==> src/logic/cc_pkg.sv <==
`default_nettype none
package cc_pkg;

    // timing
    localparam int CLK_PERIOD_NS = 10;
    localparam int ST_TIME_US = 100;
    localparam int ST_CYCLES_DEF = (ST_TIME_US * 1000) / CLK_PERIOD_NS;

    // command codes
    localparam logic [3:0] CMD_RST = 4'h1;
    localparam logic [3:0] CMD_SAV = 4'h2;
    localparam logic [3:0] CMD_RCL = 4'h3;
    localparam logic [3:0] CMD_SVC_EN = 4'h4;
    localparam logic [3:0] CMD_SVC_ENQ = 4'h5;
    localparam logic [3:0] CMD_STBQ = 4'h6;
    localparam logic [3:0] CMD_TSTQ = 4'h7;
    localparam logic [3:0] CMD_WAI = 4'h8;
    localparam logic [3:0] CMD_CLS = 4'h9;

    // memory slots
    localparam logic [3:0] SLOT_DEFAULT = 4'h0;
    localparam logic [3:0] SLOT_FIRST = 4'h1;
    localparam logic [3:0] SLOT_LAST = 4'h9;
    localparam int SLOT_N = 9;

    // status byte and enable register layout
    localparam int SUM_OPER = 7;
    localparam int SUM_RQS = 6;
    localparam int SUM_ESB = 5;
    localparam int SUM_MAV = 4;
    localparam int SUM_QUES = 3;
    localparam logic [7:0] SVC_GATE_MASK = 8'hb8;
    localparam logic [7:0] SVC_EN_RESET = 8'h00;

    // self-test result
    localparam int FAIL_W = 9;
    localparam int RES_W = 16;

    // setting fields, values in hundredths of dB, nm, ms or codes
    localparam int SET_W = 172;
    localparam logic [15:0] ATT_DEF = 16'h0000;
    localparam logic [15:0] CAL_DEF = 16'h0000;
    localparam logic [15:0] WVL_DEF = 16'h051e;
    localparam logic SWEEP_AUTO_DEF = 1'b0;
    localparam logic [15:0] START_DEF = 16'h0000;
    localparam logic [15:0] STOP_DEF = 16'h0000;
    localparam logic [15:0] STEP_DEF = 16'h0000;
    localparam logic [15:0] DWELL_DEF = 16'h00c8;
    localparam logic [15:0] INS_LOSS_DEF = 16'h00c8;
    localparam logic [15:0] RETURN_LOSS_REFERENCE_DEF = 16'h05be;
    localparam logic [15:0] RETURN_LOSS_INPUT_DEF = 16'h1770;
    localparam logic LCAL_DEF = 1'b0;
    localparam logic UCAL_DEF = 1'b0;
    localparam logic THRU_DEF = 1'b0;
    localparam logic [2:0] BRIGHT_DEF = 3'h6;
    localparam logic PON_LAST_DEF = 1'b1;
    localparam logic SHUT_NORM_DEF = 1'b1;
    localparam logic SHUT_PON_DEF = 1'b0;
    localparam logic [1:0] RES_HUNDREDTH = 2'h2;

    localparam logic [SET_W-1:0] SET_DEF = {ATT_DEF, CAL_DEF, WVL_DEF, SWEEP_AUTO_DEF,
        START_DEF, STOP_DEF, STEP_DEF, DWELL_DEF, INS_LOSS_DEF, RETURN_LOSS_REFERENCE_DEF,
        RETURN_LOSS_INPUT_DEF, LCAL_DEF, UCAL_DEF, THRU_DEF, BRIGHT_DEF, PON_LAST_DEF,
        SHUT_NORM_DEF, SHUT_PON_DEF, RES_HUNDREDTH};

    typedef enum logic [2:0] {
        ST_IDLE = 3'h1,
        ST_TEST = 3'h2,
        ST_WAIT = 3'h4
    } cc_state_t;

    function automatic logic cc_slot_ok(input logic [7:0] arg);
        return (arg >= {4'h0, SLOT_FIRST}) && (arg <= {4'h0, SLOT_LAST});
    endfunction

endpackage
`default_nettype wire

==> src/logic/cc_slot_store.sv <==
`timescale 1ns/10ps
`default_nettype none
module cc_slot_store import cc_pkg::*; (
    // clock and reset
    input wire logic clock,
    input wire logic arst_n,
    // write side
    input wire logic wr_en,
    input wire logic [3:0] wr_slot,
    input wire logic [SET_W-1:0] wr_data,
    // read side
    input wire logic [3:0] rd_slot,
    output logic [SET_W-1:0] rd_data
);
    logic [SET_W-1:0] mem [SLOT_N];
    logic [SLOT_N-1:0] used_ff;

    function automatic int slot_idx(input logic [3:0] s);
        return int'(s) - int'(SLOT_FIRST);
    endfunction

    always_ff @(posedge clock) begin
        if (wr_en && wr_slot >= SLOT_FIRST && wr_slot <= SLOT_LAST) begin
            mem[slot_idx(wr_slot)] <= wr_data;
        end
    end

    always_ff @(posedge clock or negedge arst_n) begin
        if (!arst_n) begin
            used_ff <= '0;
        end else if (wr_en && wr_slot >= SLOT_FIRST && wr_slot <= SLOT_LAST) begin
            used_ff[slot_idx(wr_slot)] <= 1'b1;
        end
    end

    // slot 0 and never written slots give the default setting
    always_comb begin
        rd_data = SET_DEF;
        if (rd_slot >= SLOT_FIRST && rd_slot <= SLOT_LAST) begin
            if (used_ff[slot_idx(rd_slot)]) begin
                rd_data = mem[slot_idx(rd_slot)];
            end
        end
    end
endmodule
`default_nettype wire

==> src/logic/cc_self_test.sv <==
`timescale 1ns/10ps
`default_nettype none
module cc_self_test import cc_pkg::*; #(
    parameter int ST_CYCLES = ST_CYCLES_DEF
) (
    // clock and reset
    input wire logic clock,
    input wire logic arst_n,
    // control
    input wire logic start,
    output logic busy,
    output logic done,
    // results
    input wire logic [FAIL_W-1:0] fail_flags,
    output logic [RES_W-1:0] result
);
    localparam logic [31:0] LAST = 32'(ST_CYCLES - 1);
    logic [31:0] cnt_ff;
    logic busy_ff;
    logic done_ff;
    logic [RES_W-1:0] result_ff;

    // runs by itself once started, no operator step
    always_ff @(posedge clock or negedge arst_n) begin
        if (!arst_n) begin
            busy_ff <= 1'b0;
            cnt_ff <= '0;
        end else if (start && !busy_ff) begin
            busy_ff <= 1'b1;
            cnt_ff <= '0;
        end else if (busy_ff) begin
            cnt_ff <= cnt_ff + 32'h1;
            if (cnt_ff == LAST) begin
                busy_ff <= 1'b0;
            end
        end
    end

    always_ff @(posedge clock or negedge arst_n) begin
        if (!arst_n) begin
            done_ff <= 1'b0;
            result_ff <= '0;
        end else begin
            done_ff <= busy_ff && cnt_ff == LAST;
            if (busy_ff && cnt_ff == LAST) begin
                result_ff <= RES_W'(fail_flags);
            end
        end
    end

    assign busy = busy_ff;
    assign done = done_ff;
    assign result = result_ff;
endmodule
`default_nettype wire

==> src/logic/cc_common_unit.sv <==
`timescale 1ns/10ps
`default_nettype none
module cc_common_unit import cc_pkg::*; #(
    parameter int ST_CYCLES = ST_CYCLES_DEF
) (
    // clock and reset
    input wire logic clock,
    input wire logic arst_n,
    // command port
    input wire logic cmd_valid,
    input wire logic [3:0] cmd_code,
    input wire logic [7:0] cmd_arg,
    output logic cmd_ready,
    // answer port
    output logic resp_valid,
    output logic [RES_W-1:0] resp_data,
    // instrument setting
    input wire logic set_wr,
    input wire logic [SET_W-1:0] set_wdata,
    output logic [SET_W-1:0] cur_set,
    // status summaries
    input wire logic oper_sum,
    input wire logic esb_sum,
    input wire logic mav_sum,
    input wire logic ques_sum,
    output logic [7:0] status_summary_byte,
    output logic [7:0] service_request_enable,
    output logic srq,
    // operations and self-test
    input wire logic pending_ops,
    input wire logic [FAIL_W-1:0] fail_flags,
    output logic test_busy
);
    cc_state_t state_ff;
    cc_state_t nxt_state;
    logic [SET_W-1:0] cur_set_ff;
    logic [SET_W-1:0] snap_ff;
    logic [7:0] svc_en_ff;
    logic resp_valid_ff;
    logic [RES_W-1:0] resp_data_ff;
    logic take;
    logic [7:0] sum_raw;
    logic rqs;
    logic st_start;
    logic st_busy;
    logic st_done;
    logic [RES_W-1:0] st_result;
    logic [SET_W-1:0] slot_rdata;

    function automatic logic is_cmd(input logic t, input logic [3:0] c, input logic [3:0] k);
        return t && c == k;
    endfunction

    // no command taken outside idle
    assign cmd_ready = state_ff == ST_IDLE;
    assign take = cmd_valid && cmd_ready;
    assign st_start = is_cmd(take, cmd_code, CMD_TSTQ);

    always_comb begin
        nxt_state = state_ff;
        case (state_ff)
            ST_IDLE: begin
                if (st_start) begin
                    nxt_state = ST_TEST;
                end else if (is_cmd(take, cmd_code, CMD_WAI)) begin
                    nxt_state = ST_WAIT;
                end
            end
            ST_TEST: begin
                if (st_done) begin
                    nxt_state = ST_IDLE;
                end
            end
            ST_WAIT: begin
                if (!pending_ops) begin
                    nxt_state = ST_IDLE;
                end
            end
            default: begin
                nxt_state = ST_IDLE;
            end
        endcase
    end

    always_ff @(posedge clock or negedge arst_n) begin
        if (!arst_n) begin
            state_ff <= ST_IDLE;
        end else begin
            state_ff <= nxt_state;
        end
    end

    cc_self_test #(
        .ST_CYCLES(ST_CYCLES)
    ) u_test (
        .clock(clock),
        .arst_n(arst_n),
        .start(st_start),
        .busy(st_busy),
        .done(st_done),
        .fail_flags(fail_flags),
        .result(st_result)
    );

    cc_slot_store u_store (
        .clock(clock),
        .arst_n(arst_n),
        .wr_en(is_cmd(take, cmd_code, CMD_SAV) && cc_slot_ok(cmd_arg)),
        .wr_slot(cmd_arg[3:0]),
        .wr_data(cur_set_ff),
        .rd_slot(cmd_arg[3:0]),
        .rd_data(slot_rdata)
    );

    // setting snapshot taken when the self-test query is processed
    always_ff @(posedge clock or negedge arst_n) begin
        if (!arst_n) begin
            snap_ff <= SET_DEF;
        end else if (st_start) begin
            snap_ff <= cur_set_ff;
        end
    end

    // active setting; restore after test wins over everything else
    always_ff @(posedge clock or negedge arst_n) begin
        if (!arst_n) begin
            cur_set_ff <= SET_DEF;
        end else if (st_done) begin
            cur_set_ff <= snap_ff;
        end else if (is_cmd(take, cmd_code, CMD_RST)) begin
            cur_set_ff <= SET_DEF;
        end else if (is_cmd(take, cmd_code, CMD_RCL) && cmd_arg[7:4] == 4'h0
            && cmd_arg[3:0] <= SLOT_LAST) begin
            cur_set_ff <= slot_rdata;
        end else if (set_wr) begin
            cur_set_ff <= set_wdata;
        end
    end

    // enable register: only its own command writes it
    always_ff @(posedge clock or negedge arst_n) begin
        if (!arst_n) begin
            svc_en_ff <= SVC_EN_RESET;
        end else if (is_cmd(take, cmd_code, CMD_SVC_EN)) begin
            svc_en_ff <= cmd_arg;
        end
    end

    always_comb begin
        sum_raw = '0;
        sum_raw[SUM_OPER] = oper_sum;
        sum_raw[SUM_ESB] = esb_sum;
        sum_raw[SUM_MAV] = mav_sum;
        sum_raw[SUM_QUES] = ques_sum;
    end

    // bit 6 of the enable register is masked out of the gate
    assign rqs = |(sum_raw & svc_en_ff & SVC_GATE_MASK);

    always_comb begin
        status_summary_byte = sum_raw;
        status_summary_byte[SUM_RQS] = rqs;
    end

    // answers for the three queries
    always_ff @(posedge clock or negedge arst_n) begin
        if (!arst_n) begin
            resp_valid_ff <= 1'b0;
            resp_data_ff <= '0;
        end else begin
            resp_valid_ff <= 1'b0;
            if (st_done) begin
                resp_valid_ff <= 1'b1;
                resp_data_ff <= st_result;
            end else if (is_cmd(take, cmd_code, CMD_SVC_ENQ)) begin
                resp_valid_ff <= 1'b1;
                resp_data_ff <= RES_W'(svc_en_ff);
            end else if (is_cmd(take, cmd_code, CMD_STBQ)) begin
                resp_valid_ff <= 1'b1;
                resp_data_ff <= RES_W'(status_summary_byte);
            end
        end
    end

    assign resp_valid = resp_valid_ff;
    assign resp_data = resp_data_ff;
    assign cur_set = cur_set_ff;
    assign service_request_enable = svc_en_ff;
    assign srq = rqs;
    assign test_busy = st_busy;
endmodule
`default_nettype wire

==> config.mk <==
export PLATFORM = sky130hd
export DESIGN_NAME = cc_common_unit
export DESIGN_NICKNAME = d
export VERILOG_FILES = /design/src/logic/cc_pkg.sv /design/src/logic/cc_slot_store.sv /design/src/logic/cc_self_test.sv /design/src/logic/cc_common_unit.sv
export SDC_FILE = /design/constraint.sdc
export NUM_CORES = 2
export LEC_CHECK = 0
export BUFFER_PORTS_ARGS = -buffer_cell sky130_fd_sc_hd__buf_4
export CAP_MARGIN = 20
export CORE_ASPECT_RATIO = 0.6
export CORE_UTILIZATION = 55
export DETAILED_ROUTE_END_ITERATION = 10
export PLACE_DENSITY = 0.73
export SLEW_MARGIN = 20
export SYNTH_ARGS = -nofsm -noshare
export SYNTH_HDL_FRONTEND = slang
export SYNTH_HIERARCHICAL = 1
export SYNTH_SLANG_ARGS = --single-unit
==> constraint.sdc <==
create_clock -name clock -period 20.7 [get_ports clock]
set_input_delay 1.035 -clock clock [delete_from_list [all_inputs] [get_ports clock]]
set_output_delay 1.035 -clock clock [all_outputs]
set_load 0.05 [all_outputs]
======== Word-level counts from Yosys, hierarchy flattened ========
Memories as Yosys holds them, arrays and structs flattened.
Cells that the tools add are included.
word-level totals
  flip-flop bits (word level) ............. 424
  RAM bits ................................ 1548
  output and inout port bits .............. 208
  memories kept ........................... 1
operators by class
  add/subtract/negate cells ............... 2
  order comparisons ....................... 6
  equal/unequal tests ..................... 15
  multiplexer cells ....................... 29
  bitwise gates (word level) .............. 2
  reductions and logical operators ........ 26
memories
  memory       depth  width  rd ports  clocked after memory_dff  write ports  line                 text
  u_store.mem  9      172    1         0                         1            cc_slot_store.sv:15  logic [SET_W-1:0] mem [SLOT_N];
operators with widths
  operator                                                     count
  2-to-1 mux 172 bit                                           6
  2-to-1 mux 32 bit                                            2
  2-to-1 mux 16 bit                                            3
  adder 32 x 1 -> 32 bit, second input constant                1
  equality test 32 x 14 -> 1 bit, second input constant        1
  >= comparator 32 x 1 -> 1 bit, second input constant         1
  less-than comparator 32 x 6 -> 1 bit, second input constant  1
  logical AND 1 bit                                            19
  equality test 4 x 3 -> 1 bit, second input constant          4
  2-to-1 mux 3 bit                                             4
  2-to-1 mux 1 bit                                             11
  bitwise OR 9 bit                                             1
  case mux 3 bit (3 select lines)                              1
  AND 8 bit                                                    1
  equality test 4 x 2 -> 1 bit, second input constant          2
  >= comparator 8 x 1 -> 1 bit, second input constant          1
  <= comparator 8 x 4 -> 1 bit, second input constant          1
  subtractor 4 x 1 -> 5 bit, second input constant             1
  binary-select mux 1 bit (select 4 bit)                       1
  demux 1 bit (select 4 bit)                                   1
  equality test 4 x 1 -> 1 bit, second input constant          1
  equality test 4 bit, second input constant                   1
  >= comparator 4 x 1 -> 1 bit, second input constant          1
  <= comparator 4 bit, second input constant                   1
  other kinds (13)                                             13

======== Depth between registers and ports, before layout ========
  word-level depth ........................ 9
  depth in mapped cells ................... 16

======== Hierarchy ========
The synthesis kept the hierarchy.
modules (own cells, without submodules)
  module          instances  cells an instance  area each (um^2)  seq. area each (um^2)
  cc_slot_store   1          2817               59552.1           46709.8
  cc_common_unit  1          2017               21152.8           9390.3
  cc_self_test    1          200                2124.5            1076.0

======== Worst setup path before layout ========
No wires, ideal clock.
  path type ............................... input to register
  start point ............................. in cmd_code[3]
  end point ............................... reg u_store.used_ff[0]
  setup time .............................. 0.140 ns
  arrival ................................. 14.732 ns
  data required time ...................... 20.560 ns
  setup slack ............................. 5.828 ns
  stages on the path ...................... 6
  cells stage by stage .................... nor4b_2 > nand2b_1 > nor4_1 > nand3_1 > nor3_1 > or2_2
between the ends
  cells in the longest elaborated chain, start to end .. 5
RTL lines
  element                         line                   text
  start: declaration              cc_common_unit.sv:11   input wire logic [3:0] cmd_code,
  equality test 4 x 2 -> 1 bit    cc_common_unit.sv:51   return t && c == k;
  logical AND 1 bit               cc_common_unit.sv:51
  logical AND 1 bit               cc_common_unit.sv:108  .wr_en(is_cmd(take, cmd_code, CMD_SAV) && cc_slot_ok(cmd_arg)),
  logical AND 1 bit (2 in a row)  cc_slot_store.sv:31    end else if (wr_en && wr_slot >= SLOT_FIRST && wr_slot <= SLOT_LAST) begin
  end signal: assignment          cc_slot_store.sv:30    used_ff <= '0;
  end signal: indexed assignment  cc_slot_store.sv:32    used_ff[slot_idx(wr_slot)] <= 1'b1;
  end: declaration                cc_slot_store.sv:16    logic [SLOT_N-1:0] used_ff;
No other way between the ends.
A chain may end at the register's enable or synchronous reset.

======== Worst setup path after layout ========
  start point ............................. reg state_ff[0]
  end point ............................... mem u_store.mem[7][133], enable pin
between the ends
  cells in the longest elaborated chain, start to end .. 8
RTL lines
  element                                 line                   text
  start: declaration                      cc_common_unit.sv:34   cc_state_t state_ff;
  start signal: assignment                cc_common_unit.sv:89   state_ff <= nxt_state;
  equality test 3 x 1 -> 1 bit            cc_common_unit.sv:55   assign cmd_ready = state_ff == ST_IDLE;
  logical AND 1 bit                       cc_common_unit.sv:56   assign take = cmd_valid && cmd_ready;
  logical AND 1 bit                       cc_common_unit.sv:51
  logical AND 1 bit                       cc_common_unit.sv:108
  logical AND 1 bit (2 in a row)          cc_slot_store.sv:23    if (wr_en && wr_slot >= SLOT_FIRST && wr_slot <= SLOT_LAST) begin
  2-to-1 mux 1 bit                        cc_slot_store.sv:23
  2-to-1 mux 1 bit (not written as such)  cc_slot_store.sv:24    mem[slot_idx(wr_slot)] <= wr_data;
  end: declaration                        cc_slot_store.sv:15
No other way between the ends.

==> run_summary.xml <==
<?xml version="1.0" encoding="UTF-8"?>
<metrics>
  <group name="run_status">
    <metric name="status" unit="">finished clean</metric>
  </group>
  <group name="finish">
    <metric name="design.final.nets" unit="">5563</metric>
    <metric name="layout-area-overhead-vs-synth" unit="%">12.9</metric>
    <metric name="final_cells" unit="">7513</metric>
    <metric name="fill_cells" unit="">10471</metric>
    <metric name="storage_cell_area" unit="sq um">57200</metric>
    <metric name="final_layout_size_suffix_gt1_frac" unit="">0.290</metric>
    <metric name="multi_input_comb_area" unit="sq um">24100</metric>
  </group>
  <group name="synth">
    <metric name="post_synth_most_frequent_cells" unit="">edfxtp_1 (1,548), nand2_1 (436), dfrtp_1 (359), mux4_2 (344), nor2_1 (301)</metric>
    <metric name="number_of_standard_cells_after_synthesis" unit="">5034</metric>
    <metric name="synth_warnings" unit="">6</metric>
    <metric name="synth.top_cell.area_share" unit="">0.561</metric>
    <metric name="synthesis.area_per_instance" unit="sq um">16.5</metric>
    <metric name="synthMostInstantiatedCell" unit="">edfxtp_1</metric>
    <metric name="synth_area_leader_cell" unit="">edfxtp_1</metric>
    <metric name="synth.ff_latch_count" unit="">1972</metric>
    <metric name="synth-main-ff-cell" unit="">edfxtp_1</metric>
    <metric name="yosys-top-cells-area" unit="">edfxtp_1 (56%), dfrtp_1 (11%), mux4_2 (9.4%)</metric>
    <metric name="synth_cell_types" unit="">61</metric>
    <metric name="synth_edf_count" unit="">1548</metric>
    <metric name="synth_async_sr_flop_share" unit="">0.215</metric>
    <metric name="syn-cell-area" unit="sq um">82800</metric>
    <metric name="synth_sequential_area_ratio" unit="">0.690</metric>
  </group>
  <group name="route">
    <metric name="post_drt_via_cell_ratio" unit="">6.19</metric>
    <metric name="antenna_violation_net_count_after_detailed_routing" unit="">0</metric>
    <metric name="drc" unit="">0</metric>
    <metric name="postRouteWirelength" unit="um">201000</metric>
    <metric name="detail_route.first_pass.iterations" unit="">6</metric>
    <metric name="via_count" unit="">46533</metric>
    <metric name="drt_iter0_markers" unit="">4870</metric>
    <metric name="wl_per_cell" unit="um">26.8</metric>
  </group>
  <group name="clock_network">
    <metric name="cts.hold.buffers_added" unit="">0</metric>
    <metric name="cts_inserted_buffers" unit="">176</metric>
    <metric name="max-clock-path-buffers" unit="">3</metric>
    <metric name="cts_max_level" unit="">4</metric>
    <metric name="post-cts-setup-buffer-count" unit="">0</metric>
    <metric name="clock_insertion_delay_worst_skew" unit="ns">0.81</metric>
    <metric name="post_cts_resized" unit="">0</metric>
    <metric name="num_clock_sinks" unit="">1972</metric>
    <metric name="tritoncts_clock_tree" unit="">done</metric>
    <metric name="clk_root_buffer_cell" unit="">clkbuf_16</metric>
    <metric name="path_clk_slew" unit="ns">0.06</metric>
  </group>
  <group name="global_routing">
    <metric name="antenna_found_initial" unit="">6</metric>
    <metric name="grt_pass1_vias" unit="">47471</metric>
    <metric name="grt_max_degree" unit="">132</metric>
    <metric name="global_route.overflow_total" unit="">0</metric>
    <metric name="grt_util_all_layers" unit="">0.267</metric>
    <metric name="grt_first_pass_wirelength" unit="um">301000</metric>
  </group>
  <group name="sta">
    <metric name="fin_tns_setup" unit="ns">0</metric>
    <metric name="setup_viol" unit="">0</metric>
    <metric name="worst_pin_slew" unit="ns">1.16</metric>
    <metric name="fin_hold_ws" unit="ns">0.249</metric>
    <metric name="finalHoldViolCount" unit="">0</metric>
    <metric name="final.min_clock_period" unit="ns">5.47</metric>
    <metric name="maxClockFrequency" unit="MHz">183</metric>
    <metric name="final.period_utilization" unit="">0.264</metric>
    <metric name="clock-skew-final" unit="ns">0.0195</metric>
    <metric name="worst_slew_margin_rel" unit="">0.228</metric>
    <metric name="rsz_0062_raised_after_global_routing" unit="">false</metric>
    <metric name="maxSlewViolCount" unit="">0</metric>
  </group>
  <group name="power_and_ir_drop">
    <metric name="share_clk_of_total_power" unit="">0.371</metric>
    <metric name="leakage" unit="uW">0.0334</metric>
    <metric name="worst_ir_drop_vdd" unit="mV">0.0654</metric>
    <metric name="share_comb_of_total_power" unit="">0.097</metric>
    <metric name="switchingPower" unit="uW">2160</metric>
    <metric name="sw_frac_of_total" unit="">0.245</metric>
    <metric name="seqPwrFrac" unit="">0.531</metric>
    <metric name="power-per-cell-area" unit="nW/um^2">94.6</metric>
    <metric name="cell_int_power" unit="uW">6680</metric>
  </group>
  <group name="floorplanning">
    <metric name="start_util" unit="">0.558</metric>
    <metric name="core" unit="sq um">148000</metric>
    <metric name="placementRows" unit="">109</metric>
    <metric name="top_level_ports" unit="">410</metric>
    <metric name="die_y" unit="um">303</metric>
    <metric name="dieWidth" unit="um">503</metric>
    <metric name="die_area" unit="sq um">152000</metric>
  </group>
  <group name="setup_path">
    <metric name="critPathBufInv" unit="">3</metric>
    <metric name="cpPeakStageDelay" unit="ns">0.90</metric>
    <metric name="critical_path_required" unit="ns">21.13</metric>
    <metric name="rr_worst_depth" unit="">8</metric>
    <metric name="r2r_setup_slack" unit="ns">15.23</metric>
    <metric name="worst_path_max_delay_cell" unit="">buf_4</metric>
    <metric name="timing.critical_path.from_type" unit="">flip-flop</metric>
    <metric name="r2r_end" unit="">u_store/mem[7][133]</metric>
    <metric name="worst_path_most_repeated_cell" unit="">buf_4</metric>
    <metric name="crit_path_end_kind" unit="">flip-flop</metric>
    <metric name="critical_path.endpoint" unit="">u_store/mem[7][133]</metric>
    <metric name="highest_fanout_seen_on_the_critical_path" unit="">47</metric>
    <metric name="timing.critical_path.max_delay_family" unit="">buffers and inverters</metric>
    <metric name="crit-reg2reg-launch" unit="">state_ff[0]</metric>
    <metric name="critical_path.startpoint" unit="">state_ff[0]</metric>
    <metric name="total_stage_count_of_the_critical_path" unit="">8</metric>
    <metric name="cp_data_arrival_time" unit="ns">5.91</metric>
    <metric name="cp_cell_sequence" unit="">nor4b_2, nand2b_1, nor4_1, nand3_1, nor2_4, buf_4, buf_4, buf_4</metric>
    <metric name="setup.worst_path.class" unit="">reg2reg</metric>
  </group>
  <group name="placed_design">
    <metric name="placedCellCount" unit="">7177</metric>
    <metric name="io_buffers" unit="">406</metric>
    <metric name="hpwlAfterDp" unit="um">106000</metric>
    <metric name="gp_congestion" unit="">0.757</metric>
  </group>
  <group name="worst_hold_path">
    <metric name="min-delay-path-class" unit="">in2async</metric>
  </group>
  <group name="run">
    <metric name="cap_violations" unit="">0</metric>
  </group>
</metrics>
==> layout make-up <==
type | instances | share of cell area
Antenna cell | 3 | 0.0000803
Clock buffer | 244 | 0.0522
Clock inverter | 88 | 0.00939
Inverter | 40 | 0.00161
Multi-Input combinational cell | 2676 | 0.257
Sequential cell | 1972 | 0.612
Tap cell | 1998 | 0.0267
Timing Repair Buffer | 492 | 0.0409
==> cell families after synthesis <==
| kind of cell | after synthesis | share of synthesized area |
|---|---|---|
| flops | 1972 | 0.690 |
| simple gates | 1501 | 0.0914 |
| mux | 734 | 0.146 |
| compound gates | 421 | 0.0498 |
| buf+inv | 394 | 0.0215 |
| xor+xnor | 7 | 0.000831 |
| fa+ha+maj | 3 | 0.000453 |
| other cells | 2 | 0.0000907 |
==> cell usage in the layout, fill, tap and decap left out, drive strengths merged, types with 151 or more instances in the layout <==
cell type / synthesis / final
edfxtp: 1548 / 1548
clkbuf: 215 / 244
nor2: 301 / 301
mux4: 344 / 344
nand3: 158 / 158
mux2: 330 / 330
nand2: 436 / 436
or2: 151 / 151
dfrtp: 359 / 359
buf: 139 / 492
nand2b: 180 / 180
==> layer usage <==
layer,part of all wire,global-route usage
met3,0.083,0.0535
met2,0.47,0.415
met1,0.43,0.389
met5,0.00015,0
met4,0.021,0.0714
==> power by group through the flow <==
stage                     clock network [uW]  registers (uW)  logic (uW)
final                                   3290            4700         861
after global routing                    3480            4730         921
after CTS                               3340            4700         868
after detailed placement                   0            4780         865
after global placement                     0            4770         846
after floorplan                            0            4860         452
==> sequential cells by signal (all words and copies together), names as in the netlist <==
| register | cells |
|---|---|
| state_ff | 3 |
| u_test/busy | 1 |
| cur_set | 172 |
| service_request_enable | 8 |
| u_store/used_ff | 9 |
| snap_ff | 172 |
| u_store/mem | 1548 |
| u_test/result | 9 |
| resp_data | 16 |
| u_test/done | 1 |
| u_test/cnt_ff | 32 |
| resp_valid | 1 |
==> how the worst min path moves through the flow <==
stage,startpoint,endpoint,slack (ns),depth (start not counted)
floorplan,u_store/used_ff[1],u_store/used_ff[1],0.43,1
global placement,u_store/used_ff[4],u_store/used_ff[4],0.45,1
detailed placement,u_store/used_ff[8],u_store/used_ff[8],0.45,1
CTS,arst_n,snap_ff[145],0.21,1
global route,arst_n,snap_ff[145],0.26,1
finish,arst_n,snap_ff[145],0.25,1
==> metrics by stage <==
step	setup slack (ns)	util	instance area [sq um]	power (uW)
detailed placement	14.21	0.591	87700	5640
floorplan	5.83	-	82900	5310
CTS	15.09	0.630	93500	8900
global route	14.91	0.630	93500	9130
global placement	14.30	0.591	87700	5610
finish	15.23	0.630	93500	8850
Power figures use the tool's default switching activity.
